--- src/include/ppfm_defs.svh ---
// Purpose: offsets, field positions and reset values of the port pin function mux
// Assumes: 32-bit AHB-Lite register slave, one aligned word per register
// Notes: byte addresses; unmapped addresses read zero
`ifndef PPFM_DEFS_SVH
`define PPFM_DEFS_SVH

`define PPFM_PINS 16
`define PPFM_OFF_OUT 8'h00
`define PPFM_OFF_IN 8'h04
`define PPFM_OFF_CTRL_LO 8'h08
`define PPFM_OFF_CTRL_HI 8'h0C
`define PPFM_OFF_HWSEL 8'h10
`define PPFM_FSEL_W 3
`define PPFM_FSEL_STRIDE 4
// output enable bit within each pin's control field
`define PPFM_FSEL_OE_BIT 3
`define PPFM_HWSEL_W 2
// pin 1 is preset to the debug master after reset
`define PPFM_DEBUG_PIN 1
`define PPFM_HWSEL_RST 32'h0000_0008
`define PPFM_CTRL_RST 32'h0000_0000
`define PPFM_OUT_RST 16'h0000

`endif

--- src/include/ppfm_pkg.sv ---
// Purpose: types of the port pin function mux
// Assumes: ppfm_defs.svh defines the widths
// Notes: none
`default_nettype none
package ppfm_pkg;
    // pin function select codes
    typedef enum logic [2:0] {
        PPFM_FN_GPIO = 3'h0,
        PPFM_FN_ALTERNATE_OUTPUT_ONE = 3'h1,
        PPFM_FN_ALT2 = 3'h2,
        PPFM_FN_ALT3 = 3'h3,
        PPFM_FN_ALT4 = 3'h4
    } ppfm_fn_t;
    // hardware master select codes
    typedef enum logic [1:0] {
        PPFM_HW_NONE = 2'h0,
        PPFM_HW_MASTER0 = 2'h1,
        PPFM_HW_MASTER1 = 2'h2
    } ppfm_hw_t;
    // one hardware master's drive of all pins
    typedef struct packed {
        logic [15:0] value;
        logic [15:0] enable;
    } ppfm_hw_drive_t;
    // one set of pad drive signals
    typedef struct packed {
        logic [15:0] value;
        logic [15:0] enable;
    } ppfm_pad_t;
endpackage : ppfm_pkg
`default_nettype wire

--- src/ppfm_port_mux.sv ---
// Purpose: per-pin output/input multiplexing of a 16-pin general-purpose port
// Assumes: pad inputs synchronous to core_clk; AHB-Lite single word transfers
// Notes: zero wait state slave, always OKAY
//
// Operation
// - software reads the sampled level of each pin in the input value register.
// - in general-purpose mode each pin is driven from the output value register.
// - a per-pin select field chooses one of four alternate outputs to drive the pin.
// - an alternate output drives the pin value directly while enable stays with the port.
// - the input path keeps working while the pin is an output.
// - each pin's input fans out to all peripherals at once.
// - a per-pin hardware select chooses which hardware master, if any, owns the pin.
// - a granted hardware master overrides the output and control registers.
// - after reset the debug pin is preset to the debug master, which drives test data out.
`timescale 1ns/1ps
`default_nettype none
`include "ppfm_defs.svh"

module ppfm_port_mux
    import ppfm_pkg::*;
(
    input wire logic core_clk,
    input wire logic rst,
    input wire logic hsel,
    input wire logic [31:0] haddr,
    input wire logic [1:0] htrans,
    input wire logic hwrite,
    input wire logic [2:0] hsize,
    input wire logic [31:0] hwdata,
    input wire logic hready,
    output logic [31:0] hrdata,
    output logic hreadyout,
    output logic hresp,
    input wire logic [15:0] alternate_output_one_out,
    input wire logic [15:0] alt2_out,
    input wire logic [15:0] alt3_out,
    input wire logic [15:0] alt4_out,
    input wire ppfm_hw_drive_t hw0_drive,
    input wire ppfm_hw_drive_t hw1_drive,
    input wire logic debug_test_data_out,
    input wire logic debug_test_data_oe,
    input wire logic [15:0] pad_in,
    output ppfm_pad_t pad_drive,
    output logic [15:0] periph_in,
    output logic [15:0] hw_master_input_path
);

    // ----------------------------------------------------------------
    // register state
    // ----------------------------------------------------------------
    logic [15:0] pin_output_value_reg, pin_output_value_next;
    logic [15:0] pin_input_value_reg, pin_input_value_next;
    logic [31:0] pin_control_lo_reg, pin_control_lo_next;
    logic [31:0] pin_control_hi_reg, pin_control_hi_next;
    logic [31:0] hw_select_reg, hw_select_next;
    logic wr_pend_reg, wr_pend_next;
    logic [7:0] wr_addr_reg, wr_addr_next;
    logic [31:0] hrdata_reg, hrdata_next;
    logic [15:0] pad_value_reg, pad_value_next;
    logic [15:0] pad_enable_reg, pad_enable_next;
    logic [15:0] hw_in_reg, hw_in_next;

    // field extract helpers, used for every pin
    function automatic ppfm_fn_t fsel_of(input logic [31:0] lo, input logic [31:0] hi, input int pin);
        logic [63:0] all;
        all = {hi, lo};
        fsel_of = ppfm_fn_t'(all[pin*`PPFM_FSEL_STRIDE +: `PPFM_FSEL_W]);
    endfunction : fsel_of

    function automatic ppfm_hw_t hwsel_of(input logic [31:0] sel, input int pin);
        hwsel_of = ppfm_hw_t'(sel[pin*`PPFM_HWSEL_W +: `PPFM_HWSEL_W]);
    endfunction : hwsel_of

    // output enable bit of a pin's control field, shared by gpio and alternate functions
    function automatic logic oe_of(input logic [31:0] lo, input logic [31:0] hi, input int pin);
        logic [63:0] all;
        all = {hi, lo};
        oe_of = all[pin*`PPFM_FSEL_STRIDE + `PPFM_FSEL_OE_BIT];
    endfunction : oe_of

    // code 3 is reserved: treating it as no owner keeps a stray write from stealing a pin
    function automatic logic hw_owned(input ppfm_hw_t sel);
        hw_owned = (sel == PPFM_HW_MASTER0) || (sel == PPFM_HW_MASTER1);
    endfunction : hw_owned

    // address phase accepted only for a selected NONSEQ/SEQ transfer
    // idle and busy carry no transfer, so htrans[1] alone qualifies
    logic addr_valid;
    assign addr_valid = hsel && hready && htrans[1];

    // ----------------------------------------------------------------
    // bus slave: reads answer in the data phase, writes land at its end
    // ----------------------------------------------------------------
    always_comb begin
        pin_control_lo_next = pin_control_lo_reg;
        pin_control_hi_next = pin_control_hi_reg;
        hw_select_next = hw_select_reg;
        pin_output_value_next = pin_output_value_reg;
        wr_pend_next = addr_valid && hwrite;
        wr_addr_next = addr_valid ? haddr[7:0] : wr_addr_reg;
        hrdata_next = 32'h0000_0000;
        // writes commit at the end of the data phase, once hwdata stands
        if (wr_pend_reg) begin
            // software writes steer the mux
            unique case (wr_addr_reg)
                `PPFM_OFF_OUT: pin_output_value_next = hwdata[15:0];
                `PPFM_OFF_CTRL_LO: pin_control_lo_next = hwdata;
                `PPFM_OFF_CTRL_HI: pin_control_hi_next = hwdata;
                `PPFM_OFF_HWSEL: hw_select_next = hwdata;
                default: ;
            endcase
        end
        // unmapped offsets read zero and their writes are dropped
        if (addr_valid && !hwrite) begin
            unique case (haddr[7:0])
                `PPFM_OFF_OUT: hrdata_next = {16'h0000, pin_output_value_reg};
                `PPFM_OFF_IN: hrdata_next = {16'h0000, pin_input_value_reg};
                `PPFM_OFF_CTRL_LO: hrdata_next = pin_control_lo_reg;
                `PPFM_OFF_CTRL_HI: hrdata_next = pin_control_hi_reg;
                `PPFM_OFF_HWSEL: hrdata_next = hw_select_reg;
                default: hrdata_next = 32'h0000_0000;
            endcase
        end
    end

    // ----------------------------------------------------------------
    // pin multiplexing
    // ----------------------------------------------------------------
    always_comb begin
        pin_input_value_next = pad_in;
        // gpio is the fallback for function codes 0 and 5 to 7
        pad_value_next = pin_output_value_reg;
        pad_enable_next = 16'h0000;
        for (int p = 0; p < `PPFM_PINS; p++) begin
            // gpio drives from the output register
            // alternate output chosen by the select field
            unique case (fsel_of(pin_control_lo_reg, pin_control_hi_reg, p))
                PPFM_FN_ALTERNATE_OUTPUT_ONE: pad_value_next[p] = alternate_output_one_out[p];
                PPFM_FN_ALT2: pad_value_next[p] = alt2_out[p];
                PPFM_FN_ALT3: pad_value_next[p] = alt3_out[p];
                PPFM_FN_ALT4: pad_value_next[p] = alt4_out[p];
                default: pad_value_next[p] = pin_output_value_reg[p];
            endcase
            // direction stays with the port, even for an alternate output
            pad_enable_next[p] = oe_of(pin_control_lo_reg, pin_control_hi_reg, p);
            unique case (hwsel_of(hw_select_reg, p))
                PPFM_HW_MASTER0: begin
                    pad_value_next[p] = hw0_drive.value[p];
                    pad_enable_next[p] = hw0_drive.enable[p];
                end
                PPFM_HW_MASTER1: begin
                    pad_value_next[p] = hw1_drive.value[p];
                    pad_enable_next[p] = hw1_drive.enable[p];
                end
                default: ;
            endcase
        end
        // debug master drives test data out on its pin
        // placed after the owner case so the debug port wins over master 1 on that pin
        if (hwsel_of(hw_select_reg, `PPFM_DEBUG_PIN) == PPFM_HW_MASTER1) begin
            pad_value_next[`PPFM_DEBUG_PIN] = debug_test_data_out;
            pad_enable_next[`PPFM_DEBUG_PIN] = debug_test_data_oe;
        end
        // only owned pins feed the shared master input path; other pins read zero there
        hw_in_next = 16'h0000;
        for (int p = 0; p < `PPFM_PINS; p++) begin
            hw_in_next[p] = hw_owned(hwsel_of(hw_select_reg, p)) ? pad_in[p] : 1'b0;
        end
    end

    // ----------------------------------------------------------------
    // registers
    // ----------------------------------------------------------------
    // pads are registered: one cycle of latency buys glitch-free pad drive
    always_ff @(posedge core_clk or posedge rst) begin
        if (rst) begin
            pin_output_value_reg <= `PPFM_OUT_RST;
            pin_input_value_reg <= 16'h0000;
            pin_control_lo_reg <= `PPFM_CTRL_RST;
            pin_control_hi_reg <= `PPFM_CTRL_RST;
            hw_select_reg <= `PPFM_HWSEL_RST;
            wr_pend_reg <= 1'b0;
            wr_addr_reg <= 8'h00;
            hrdata_reg <= 32'h0000_0000;
            pad_value_reg <= 16'h0000;
            pad_enable_reg <= 16'h0000;
            hw_in_reg <= 16'h0000;
        end else begin
            pin_output_value_reg <= pin_output_value_next;
            pin_input_value_reg <= pin_input_value_next;
            pin_control_lo_reg <= pin_control_lo_next;
            pin_control_hi_reg <= pin_control_hi_next;
            hw_select_reg <= hw_select_next;
            wr_pend_reg <= wr_pend_next;
            wr_addr_reg <= wr_addr_next;
            hrdata_reg <= hrdata_next;
            pad_value_reg <= pad_value_next;
            pad_enable_reg <= pad_enable_next;
            hw_in_reg <= hw_in_next;
        end
    end

    // ----------------------------------------------------------------
    // outputs
    // ----------------------------------------------------------------
    assign hrdata = hrdata_reg;
    // every access completes at once, so the slave never stretches a transfer
    assign hreadyout = 1'b1;
    assign hresp = 1'b0;
    assign pad_drive.value = pad_value_reg;
    assign pad_drive.enable = pad_enable_reg;
    // one sampled input fans out to all peripherals
    assign periph_in = pin_input_value_reg;
    assign hw_master_input_path = hw_in_reg;

endmodule : ppfm_port_mux
`default_nettype wire

--- config.mk ---
export PLATFORM = sky130hd
export DESIGN_NAME = ppfm_port_mux
export DESIGN_NICKNAME = d
export VERILOG_FILES = /design/src/include/ppfm_pkg.sv /design/src/ppfm_port_mux.sv
export VERILOG_INCLUDE_DIRS = /design/src /design/src/include
export SDC_FILE = /design/constraint.sdc
export NUM_CORES = 1
export LEC_CHECK = 0
export BUFFER_PORTS_ARGS = -buffer_cell sky130_fd_sc_hd__buf_2
export CORE_MARGIN = 1
export CORE_UTILIZATION = 30
export DETAILED_ROUTE_END_ITERATION = 16
export HOLD_SLACK_MARGIN = 0.1
export PLACE_DENSITY = 0.53
export SLEW_MARGIN = 20
export SYNTH_ARGS = -nofsm -noshare
export SYNTH_HDL_FRONTEND = slang
export SYNTH_SLANG_ARGS = --single-unit
--- constraint.sdc ---
create_clock -name core_clk -period 7.1 [get_ports core_clk]
set_input_delay 1.42 -clock core_clk [delete_from_list [all_inputs] [get_ports core_clk]]
set_output_delay 1.42 -clock core_clk [all_outputs]
set_load 0.05 [all_outputs]
==> results of run 1 <==
-- Yosys cell counts, types with 2 or more instances --
| cell | number | area share, % |
|---|---|---|
| conb_1 | 2 | 0.075 |
| a22oi_1 | 47 | 3.5 |
| a221oi_1 | 15 | 1.3 |
| clkbuf_1 | 10 | 0.38 |
| buf_6 | 2 | 0.23 |
| nand3_1 | 2 | 0.10 |
| o2bb2ai_1 | 16 | 1.4 |
| mux2_2 | 135 | 15 |
| nor2_1 | 37 | 1.4 |
| ha_1 | 32 | 4.0 |
| nand2_1 | 18 | 0.68 |
| o311ai_0 | 15 | 1.3 |
| nor3b_2 | 2 | 0.25 |
| buf_2 | 19 | 0.95 |
| o21ai_0 | 48 | 2.4 |
| inv_1 | 50 | 1.9 |
| buf_4 | 3 | 0.23 |
| nor2b_1 | 20 | 1.3 |
| dfrtp_1 | 216 | 54 |
| a21oi_1 | 17 | 0.85 |
| mux2i_1 | 17 | 1.7 |
| a22o_1 | 15 | 1.3 |
| nor3_2 | 2 | 0.20 |
| mux4_2 | 16 | 3.6 |
-- power breakdown --
part           switching (mW)  internal [mW]  total (mW)
clock                   0.525          0.902        1.43
combinational           0.238          0.154       0.392
sequential             0.0590           1.30        1.36
total                   0.822           2.36        3.18
-- logic make-up after synthesis --
group                    count (synthesis)  synth area share [%]
multiplexers                           169                  20.7
AO/OA/AOI/OAI                          175                  12.4
adder cells (fa/ha/maj)                 32                  4.02
buffers and inverters                   84                  3.67
AND/OR/NAND/NOR                         88                  4.65
flip-flops                             217                  54.5
other                                    2                0.0754
-- worst max-delay path: stages --
cell and delay [ns]:
buf_2 0.66, nor2b_2 0.97, a22oi_1 0.25, o22a_1 0.23, nor2_1 0.08
-- worst paths after layout --
path | to | slack, ns | cells after the start
setup / recovery | hrdata[29] | 3.91 | 5
hold / removal | wr_addr_reg[7] | 0.51 | 1
setup reg to reg | pin_control_lo_reg[16] | 4.35 | 5
hold reg to reg | wr_addr_reg[7] | 0.51 | 1
max in group asynchronous | pin_output_value_reg[3] | 4.96 | 3
min in group asynchronous | pad_enable_reg[5] | 1.05 | 2
-- stage by stage --
stage	total power, mW	worst slack [ns]	std cells
floorplan	1.62	2.85	767
global placement	1.78	3.17	1469
detailed placement	1.78	3.25	1470
CTS	3.23	3.83	1515
global route	3.32	3.80	1516
finish	3.18	3.91	1516
-- layer usage --
metal | up-vias | share of wire [%] | GRT usage (%)
met5 | - | 0 | 0
met4 | 0 | 2.0 | 4.77
met3 | 37 | 5.0 | 2.92
met2 | 211 | 50 | 32.0
met1 | 3726 | 43 | 23.8
li1 | 3413 | - | -
-- cell type report --
cell class / count / area, um^2
inverters: 50 / 191
fillers: 3191 / 19800
flip-flops and latches: 217 / 5430
diodes: 1 / 2.50
clock buffers: 35 / 736
repair buffers: 295 / 1530
well taps: 442 / 553
clock inverters: 10 / 178
multi-input cells: 466 / 4220
==> results.cfg, run 1 <==
[critical_path]
crit_fanout = 22
worstSetupPathType = in -> reg
start_kind = primary input
cp.arrival_ns = 3.63
cp-startpoint = haddr[4]
r2r-start = wr_addr_reg[1]
cp.required_ns = 7.54
end_kind = flip-flop

[timing]
whs_ns = 0.510
rsz0062_at_grt = no
fmax_mhz = 314
fin_worst_skew_ns = 0.0109
drv_slew = 0
relSlewSlack_pct = 24.7
fin_setup_tns_ns = 0
timing.final.crit_period_ns = 3.19
hold_viol_final = 0
finalCritPeriodShare_pct = 44.9
final-setup-viol-count = 0
worst_pin_slew_ns = 1.13

[run_status]
status = finished, final reports clean

[yosys]
synth_flop_cell = dfrtp_1
async_reset_ff_share_pct = 100
yosysWarningCount = 0
synth_cell_types = 35
syn-num-nets = 1019
avgSynthCellArea_um2 = 13.0
synth_seq_area_share_pct = 54.5
synth_edf_count = 0
syn_area_um2 = 9960
synth-seq-cells = 217
synth_cells = 767

[clocking]
cts_setup_buffers = 0
clock_path_buffers = 3
clk_pin_slew_ns = 0.06
cts_hold_buf = 0
cts-root-buf = clkbuf_16
cts_made_buffers = 26
clock_latency_ns = 0.53
cts_max_level = 1
cts_tree = done
cts.sinks = 217
cts_resized = 0

[placement]
placed_cell_area_um2 = 11900
hpwl_um = 21700
numPortBuffers = 285
gp_congestion = 0.792

[floorplanning]
num_rows = 66
ioPinCount = 318
die_area_um2 = 33900
die_h_um = 184
die_w_um = 184
core_um2 = 32600
start_util_pct = 30.5

[power]
peakVddDrop_v = 0.000150
p_leak_nw = 6.15
powerDensity_nw_per_um2 = 248

[layout]
nets = 1308
drive_above_1_share_pct = 46.4
areaGrowthSynthToFinish_pct = 28.9
mostFrequentLayoutCell = buf_2
fin_util_pct = 39.4
final_cell_mix = 285 x buf_2, 216 x dfrtp_1, 135 x mux2_2, 49 x inv_1, 48 x o21ai_0
fin_area_um2 = 12800

[grt]
antenna_found_initial = 1
grt_overflow = 0
grt_pass1_vias = 7590
grt_usage_pct = 18.4
grt_pass1_wl_um = 46800
grt_max_degree = 113

[detailed_routing]
vias_per_cell = 4.87
drc = 0
initialDrtViolationCount = 483
route.vias.total = 7387
dr.pass1.iters = 5
antenna_left = 0
wl_per_cell_um = 20.4
totalWireLength_um = 30900

[min_path]
hp-class = reg -> reg
holdCritStartpoint = wr_addr_reg[7]

[flow_run]
maxCapViolCount = 0
Power figures use the tool's default switching activity.
==> run 2, diff against run 1 <==
--- a/config.mk
+++ b/config.mk
@@ -11,7 +11,7 @@
 export CORE_UTILIZATION = 30
 export DETAILED_ROUTE_END_ITERATION = 16
 export HOLD_SLACK_MARGIN = 0.1
-export PLACE_DENSITY = 0.53
+export PLACE_DENSITY = 0.51
 export SLEW_MARGIN = 20
 export SYNTH_ARGS = -nofsm -noshare
 export SYNTH_HDL_FRONTEND = slang
==> constraint.sdc (replaced) <==
create_clock -name core_clk -period 3.3 [get_ports core_clk]
set_input_delay 0.66 -clock core_clk [delete_from_list [all_inputs] [get_ports core_clk]]
set_output_delay 0.66 -clock core_clk [all_outputs]
set_load 0.05 [all_outputs]
==> run 2 against run 1 <==
Die area is the same. Combinational power grew 120%. Sequential power grew 120%. Setup slack lost 2.9 ns. Via count grew 0.50%. Sequential share of layout area is essentially flat. Highest routed layer unchanged. Wire length grew 0.79%. Global-route usage grew 0.12 points. Power grew 100%. Critical endpoint is now pin_output_value_reg[9]. Flip-flop and latch count is the same. Hold slack lost 0.25 ns. Count of clock-buffer cells in the layout shrank 3.
==> results.cfg, run 2 (same netlist as run 1, synthesis figures left out) <==
[placement]
gp_congestion = 0.794
post-place-ws_ns = 0.663
numPortBuffers = 285
hpwl_um = 22800

[floorplanning]
core_um2 = 32600
ioPinCount = 318
start_util_pct = 30.5
die_area_um2 = 33900
num_rows = 66
die_h_um = 184
die_w_um = 184

[power]
p_leak_nw = 6.16
p_comb_share_pct = 13.4
clkPwrFrac_pct = 41.2
p_sw_share_pct = 26.8
power.internal_mw = 4.72
powerDensity_nw_per_um2 = 502
peakVddDrop_v = 0.000306
switchingPower_mw = 1.73
sequentialPowerShare_pct = 45.4

[detailed_routing]
totalWireLength_um = 31100
vias_per_cell = 4.87
initialDrtViolationCount = 401
drc = 0
dr.pass1.iters = 4
antenna_left = 0
route.vias.total = 7424
wl_per_cell_um = 20.4

[layout]
mostFrequentLayoutCell = buf_2
nets = 1320
final_cell_mix = 285 x buf_2, 216 x dfrtp_1, 135 x mux2_2, 49 x inv_1, 48 x o21ai_0
drive_above_1_share_pct = 46.8
multi_input_area_um2 = 4220
seq_area_um2 = 5430
nFillCells = 3151
fin_util_pct = 39.4
areaGrowthSynthToFinish_pct = 29.0

[run_status]
status = finished, final reports clean

[min_path]
hp-class = in -> reg
min_path_cells = 1

[timing]
worst_pin_slew_ns = 1.07
timing.final.crit_period_ns = 2.24
rsz0062_at_grt = no
final-setup-viol-count = 0
fin_setup_tns_ns = 0
fin_worst_skew_ns = 0.00655
fmax_mhz = 446
finalCritPeriodShare_pct = 68.0
hold_viol_final = 0
relSlewSlack_pct = 28.6
drv_slew = 0
setup_slack_ns = 1.06

[clocking]
cts_setup_buffers = 0
cts_made_buffers = 25
cts-root-buf = clkbuf_16
cts_resized = 0
clk_pin_slew_ns = 0.06
clock_path_buffers = 3
cts_tree = done
cts.sinks = 217
cts_max_level = 1
cts_hold_buf = 0
clock_latency_ns = 0.52

[grt]
grt_pass1_wl_um = 46800
antenna_found_initial = 2
grt_pass1_vias = 7740
grt_max_degree = 44
grt_overflow = 0
grt_usage_pct = 18.6

[critical_path]
worst_r2r_path_depth = 4
crit_fanout = 16
end_kind = flip-flop
worstSetupPathType = reg -> reg
cp.arrival_ns = 2.64
start_kind = flip-flop
cp.required_ns = 3.70

[flow_run]
maxCapViolCount = 0
[run 2: cell types whose count changed in the layout (fill, tap and decap cells not counted), moves of 2 or more]
cell	change
buf_12	+6
buf_4	+8
clkbuf_16	-2
bufinv_16	-3
[run 2: final timing paths]
kind	from	end	slack, ns
max	wr_addr_reg[1]	pin_output_value_reg[9]	1.06
min reg2reg	wr_addr_reg[7]	wr_addr_reg[7]	0.51
max reg2reg	wr_addr_reg[1]	pin_output_value_reg[9]	1.06
min	pad_in[0]	periph_in[0]	0.26
min in group asynchronous	rst	pin_output_value_reg[10]	0.33
max in group asynchronous	rst	hw_select_reg[3]	2.22
[run 2: cell type report]
cell class | instances | area share [%]
clock inverters | 7 | 0.701
clock buffers | 32 | 5.23
repair buffers | 308 | 13.1
flip-flops and latches | 217 | 42.3
inverters | 50 | 1.49
multi-input cells | 466 | 32.8
well taps | 442 | 4.31
diodes | 2 | 0.0390
[run 2: through the flow]
| step | hold WS, ns | std cells | instance area, um^2 | power [mW] |
|---|---|---|---|---|
| 3_3_place_gp | 0.489 | 1483 | 12100 | 3.84 |
| 4_1_cts | 0.230 | 1522 | 12800 | 6.54 |
| 5_1_grt | 0.236 | 1522 | 12800 | 6.73 |
| 2_1_floorplan | 0.462 | 767 | 9960 | 3.48 |
| 6_report | 0.259 | 1524 | 12800 | 6.45 |
| 3_5_place_dp | 0.495 | 1483 | 12100 | 3.85 |
[run 2: critical path, stage by stage (launching register included)]
cell and delay, ns:
dfrtp_1 0.38, nor2_1 0.17, nand4b_1 0.27, or3_1 0.83
mux2_2 0.46
[run 2: power by group through the flow]
stage / Clock, mW / Combinational [mW] / Sequential (mW)
global route: 2.84 / 0.938 / 2.95
CTS: 2.73 / 0.874 / 2.93
floorplan: 0 / 0.344 / 3.14
detailed placement: 0 / 0.871 / 2.98
global placement: 0 / 0.864 / 2.98
finish: 2.66 / 0.862 / 2.93
[run 2: metal layers]
layer  vias up  GRT usage [%]  part of all wire, %
met5         -              0                    0
met4         0           4.23                  1.5
met3        32           3.46                  5.4
met2       223           31.4                   49
met1      3721           24.5                   44
li1       3448              -                    -
==> run 3, diff against run 2 <==
==> constraint.sdc (replaced) <==
create_clock -name core_clk -period 2.3 [get_ports core_clk]
set_input_delay 0.46 -clock core_clk [delete_from_list [all_inputs] [get_ports core_clk]]
set_output_delay 0.46 -clock core_clk [all_outputs]
set_load 0.05 [all_outputs]
==> run 3 against run 2 <==
Non-clock buffer count is 23 higher. Final cell count is 2.1% higher. Sequential power is 44% higher. Critical path depth is 1 higher. Count of clock-buffer cells in the layout is 7 higher. Via count is 1.2% higher. Combinational power is 47% higher. Die area stayed put. Highest routed layer is now met5. Critical path type unchanged. Global-route usage is 0.12 points higher. Register-to-register slack worse by 0.71 ns. Flip-flop and latch count stayed put.
==> results.cfg, run 3 (same netlist as run 1, synthesis figures left out) <==
[critical_path]
start_kind = flip-flop
crit_family = simple AND/OR/NAND/NOR gates
worstSetupPathType = reg -> reg
cp.required_ns = 2.71
cp_slowest_cell = dfrtp_1
crit_chain = nor2b_1, nand4b_1, nor3b_4, buf_4, mux2_2
path_buf_inv = 1
cp.arrival_ns = 2.37
max_stage_delay_ns = 0.37
end_kind = flip-flop
r2r_slack_ns = 0.34
crit_fanout = 14

[layout]
final_cell_mix = 285 x buf_2, 216 x dfrtp_1, 135 x mux2_2, 49 x inv_1, 48 x o21ai_0
areaGrowthSynthToFinish_pct = 33.0
seq_area_um2 = 5430
fin_util_pct = 40.6
nFillCells = 3174
mostFrequentLayoutCell = buf_2
fin_area_um2 = 13300
multi_input_area_um2 = 4220
nets = 1344
drive_above_1_share_pct = 46.7

[clocking]
cts_max_level = 1
cts_resized = 0
clk_pin_slew_ns = 0.06
cts_made_buffers = 26
cts.sinks = 217
clock_latency_ns = 0.52
cts_setup_buffers = 0
cts-root-buf = clkbuf_16
cts_tree = done
clock_path_buffers = 3

[grt]
grt_pass1_vias = 7733
antenna_found_initial = 5
grt_overflow = 0
grt_usage_pct = 18.7
grt_pass1_wl_um = 47300
grt_max_degree = 38

[detailed_routing]
vias_per_cell = 4.83
initialDrtViolationCount = 254
dr.pass1.iters = 6
route.vias.total = 7515
wl_per_cell_um = 20.3
drc = 0
totalWireLength_um = 31500
antenna_left = 0

[power]
peakVddDrop_v = 0.000494
p_leak_nw = 6.34
powerDensity_nw_per_um2 = 736
power_mw = 9.76

[timing]
timing.final.crit_period_ns = 1.96
fin_worst_skew_ns = 0.0105
finalCritPeriodShare_pct = 85.0
rsz0062_at_grt = no
fin_setup_tns_ns = 0
hold_viol_final = 0
relSlewSlack_pct = 25.9
worst_pin_slew_ns = 1.11
final-setup-viol-count = 0
setup_slack_ns = 0.345
fmax_mhz = 511
drv_slew = 0

[floorplanning]
num_rows = 66
start_util_pct = 30.5
core_um2 = 32600
ioPinCount = 318
die_area_um2 = 33900
die_w_um = 184
die_h_um = 184

[placement]
hpwl_um = 22800
placed_cell_area_um2 = 12200
post-place-ws_ns = 0.214
gp_congestion = 0.773
numPortBuffers = 285

[flow_run]
maxCapViolCount = 0

[min_path]
hp-class = in -> reg

[run_status]
status = finished, final reports clean
[run 3: cell types whose count changed in the layout (fill, tap and decap cells not counted), sizes merged]
cell / change
clkinv: +3
clkbuf: +7
buf: +6
bufinv: +1
dlygate4sd3: +17
clkinvlp: -2
[run 3: final cells by class]
class | count | share of cell area (%)
Sequential cell | 217 | 41.0
Multi-Input combinational cell | 466 | 31.8
Timing Repair Buffer | 331 | 14.7
Clock buffer | 39 | 5.89
Tap cell | 442 | 4.17
Inverter | 50 | 1.44
Clock inverter | 9 | 0.907
Antenna cell | 2 | 0.0378
[run 3: report_power, final]
group | internal [mW] | total (mW) | switching (mW)
Combinational | 0.519 | 1.27 | 0.753
Clock | 2.67 | 4.28 | 1.61
Sequential | 4.02 | 4.21 | 0.182
[run 3: timing repair]
action                                  CTS  global route
hold endpoints to repair                 27             0
hold buffers                             17             0
endpoints found under the setup margin    0             0
[run 3: final timing paths]
kind                                    startpoint                end  depth (start not counted)
worst min register to register      wr_addr_reg[1]     wr_addr_reg[1]                          1
worst max register to register      wr_addr_reg[6]  hw_select_reg[27]                          5
worst max-delay path                wr_addr_reg[6]  hw_select_reg[27]                          5
worst min-delay path            debug_test_data_oe  pad_enable_reg[1]                          3
max in group asynchronous                      rst  pad_enable_reg[7]                          4
min in group asynchronous                      rst  hw_select_reg[22]                          3
[run 3: worst register-to-register path: stages, from the launching register on]
cell and delay, ns:
dfrtp_1 0.37, nor2b_1 0.16, nand4b_1 0.27, nor3b_4 0.32, buf_4 0.33, mux2_2 0.39
[run 3: metrics by stage]
step,cells,hold WS [ns]
2_1_floorplan,767,0.462
3_3_place_gp,1489,0.493
3_5_place_dp,1489,0.494
4_1_cts,1554,0.133
5_1_grt,1555,0.160
6_report,1556,0.157
[run 3: metal layers]
| layer | up-vias | share of wire [%] | global-route usage [%] |
|---|---|---|---|
| met5 | - | 0.070 | 0 |
| met4 | 4 | 2.3 | 4.73 |
| met3 | 41 | 5.2 | 3.46 |
| met2 | 206 | 49 | 32.2 |
| met1 | 3785 | 43 | 24.1 |
| li1 | 3479 | - | - |
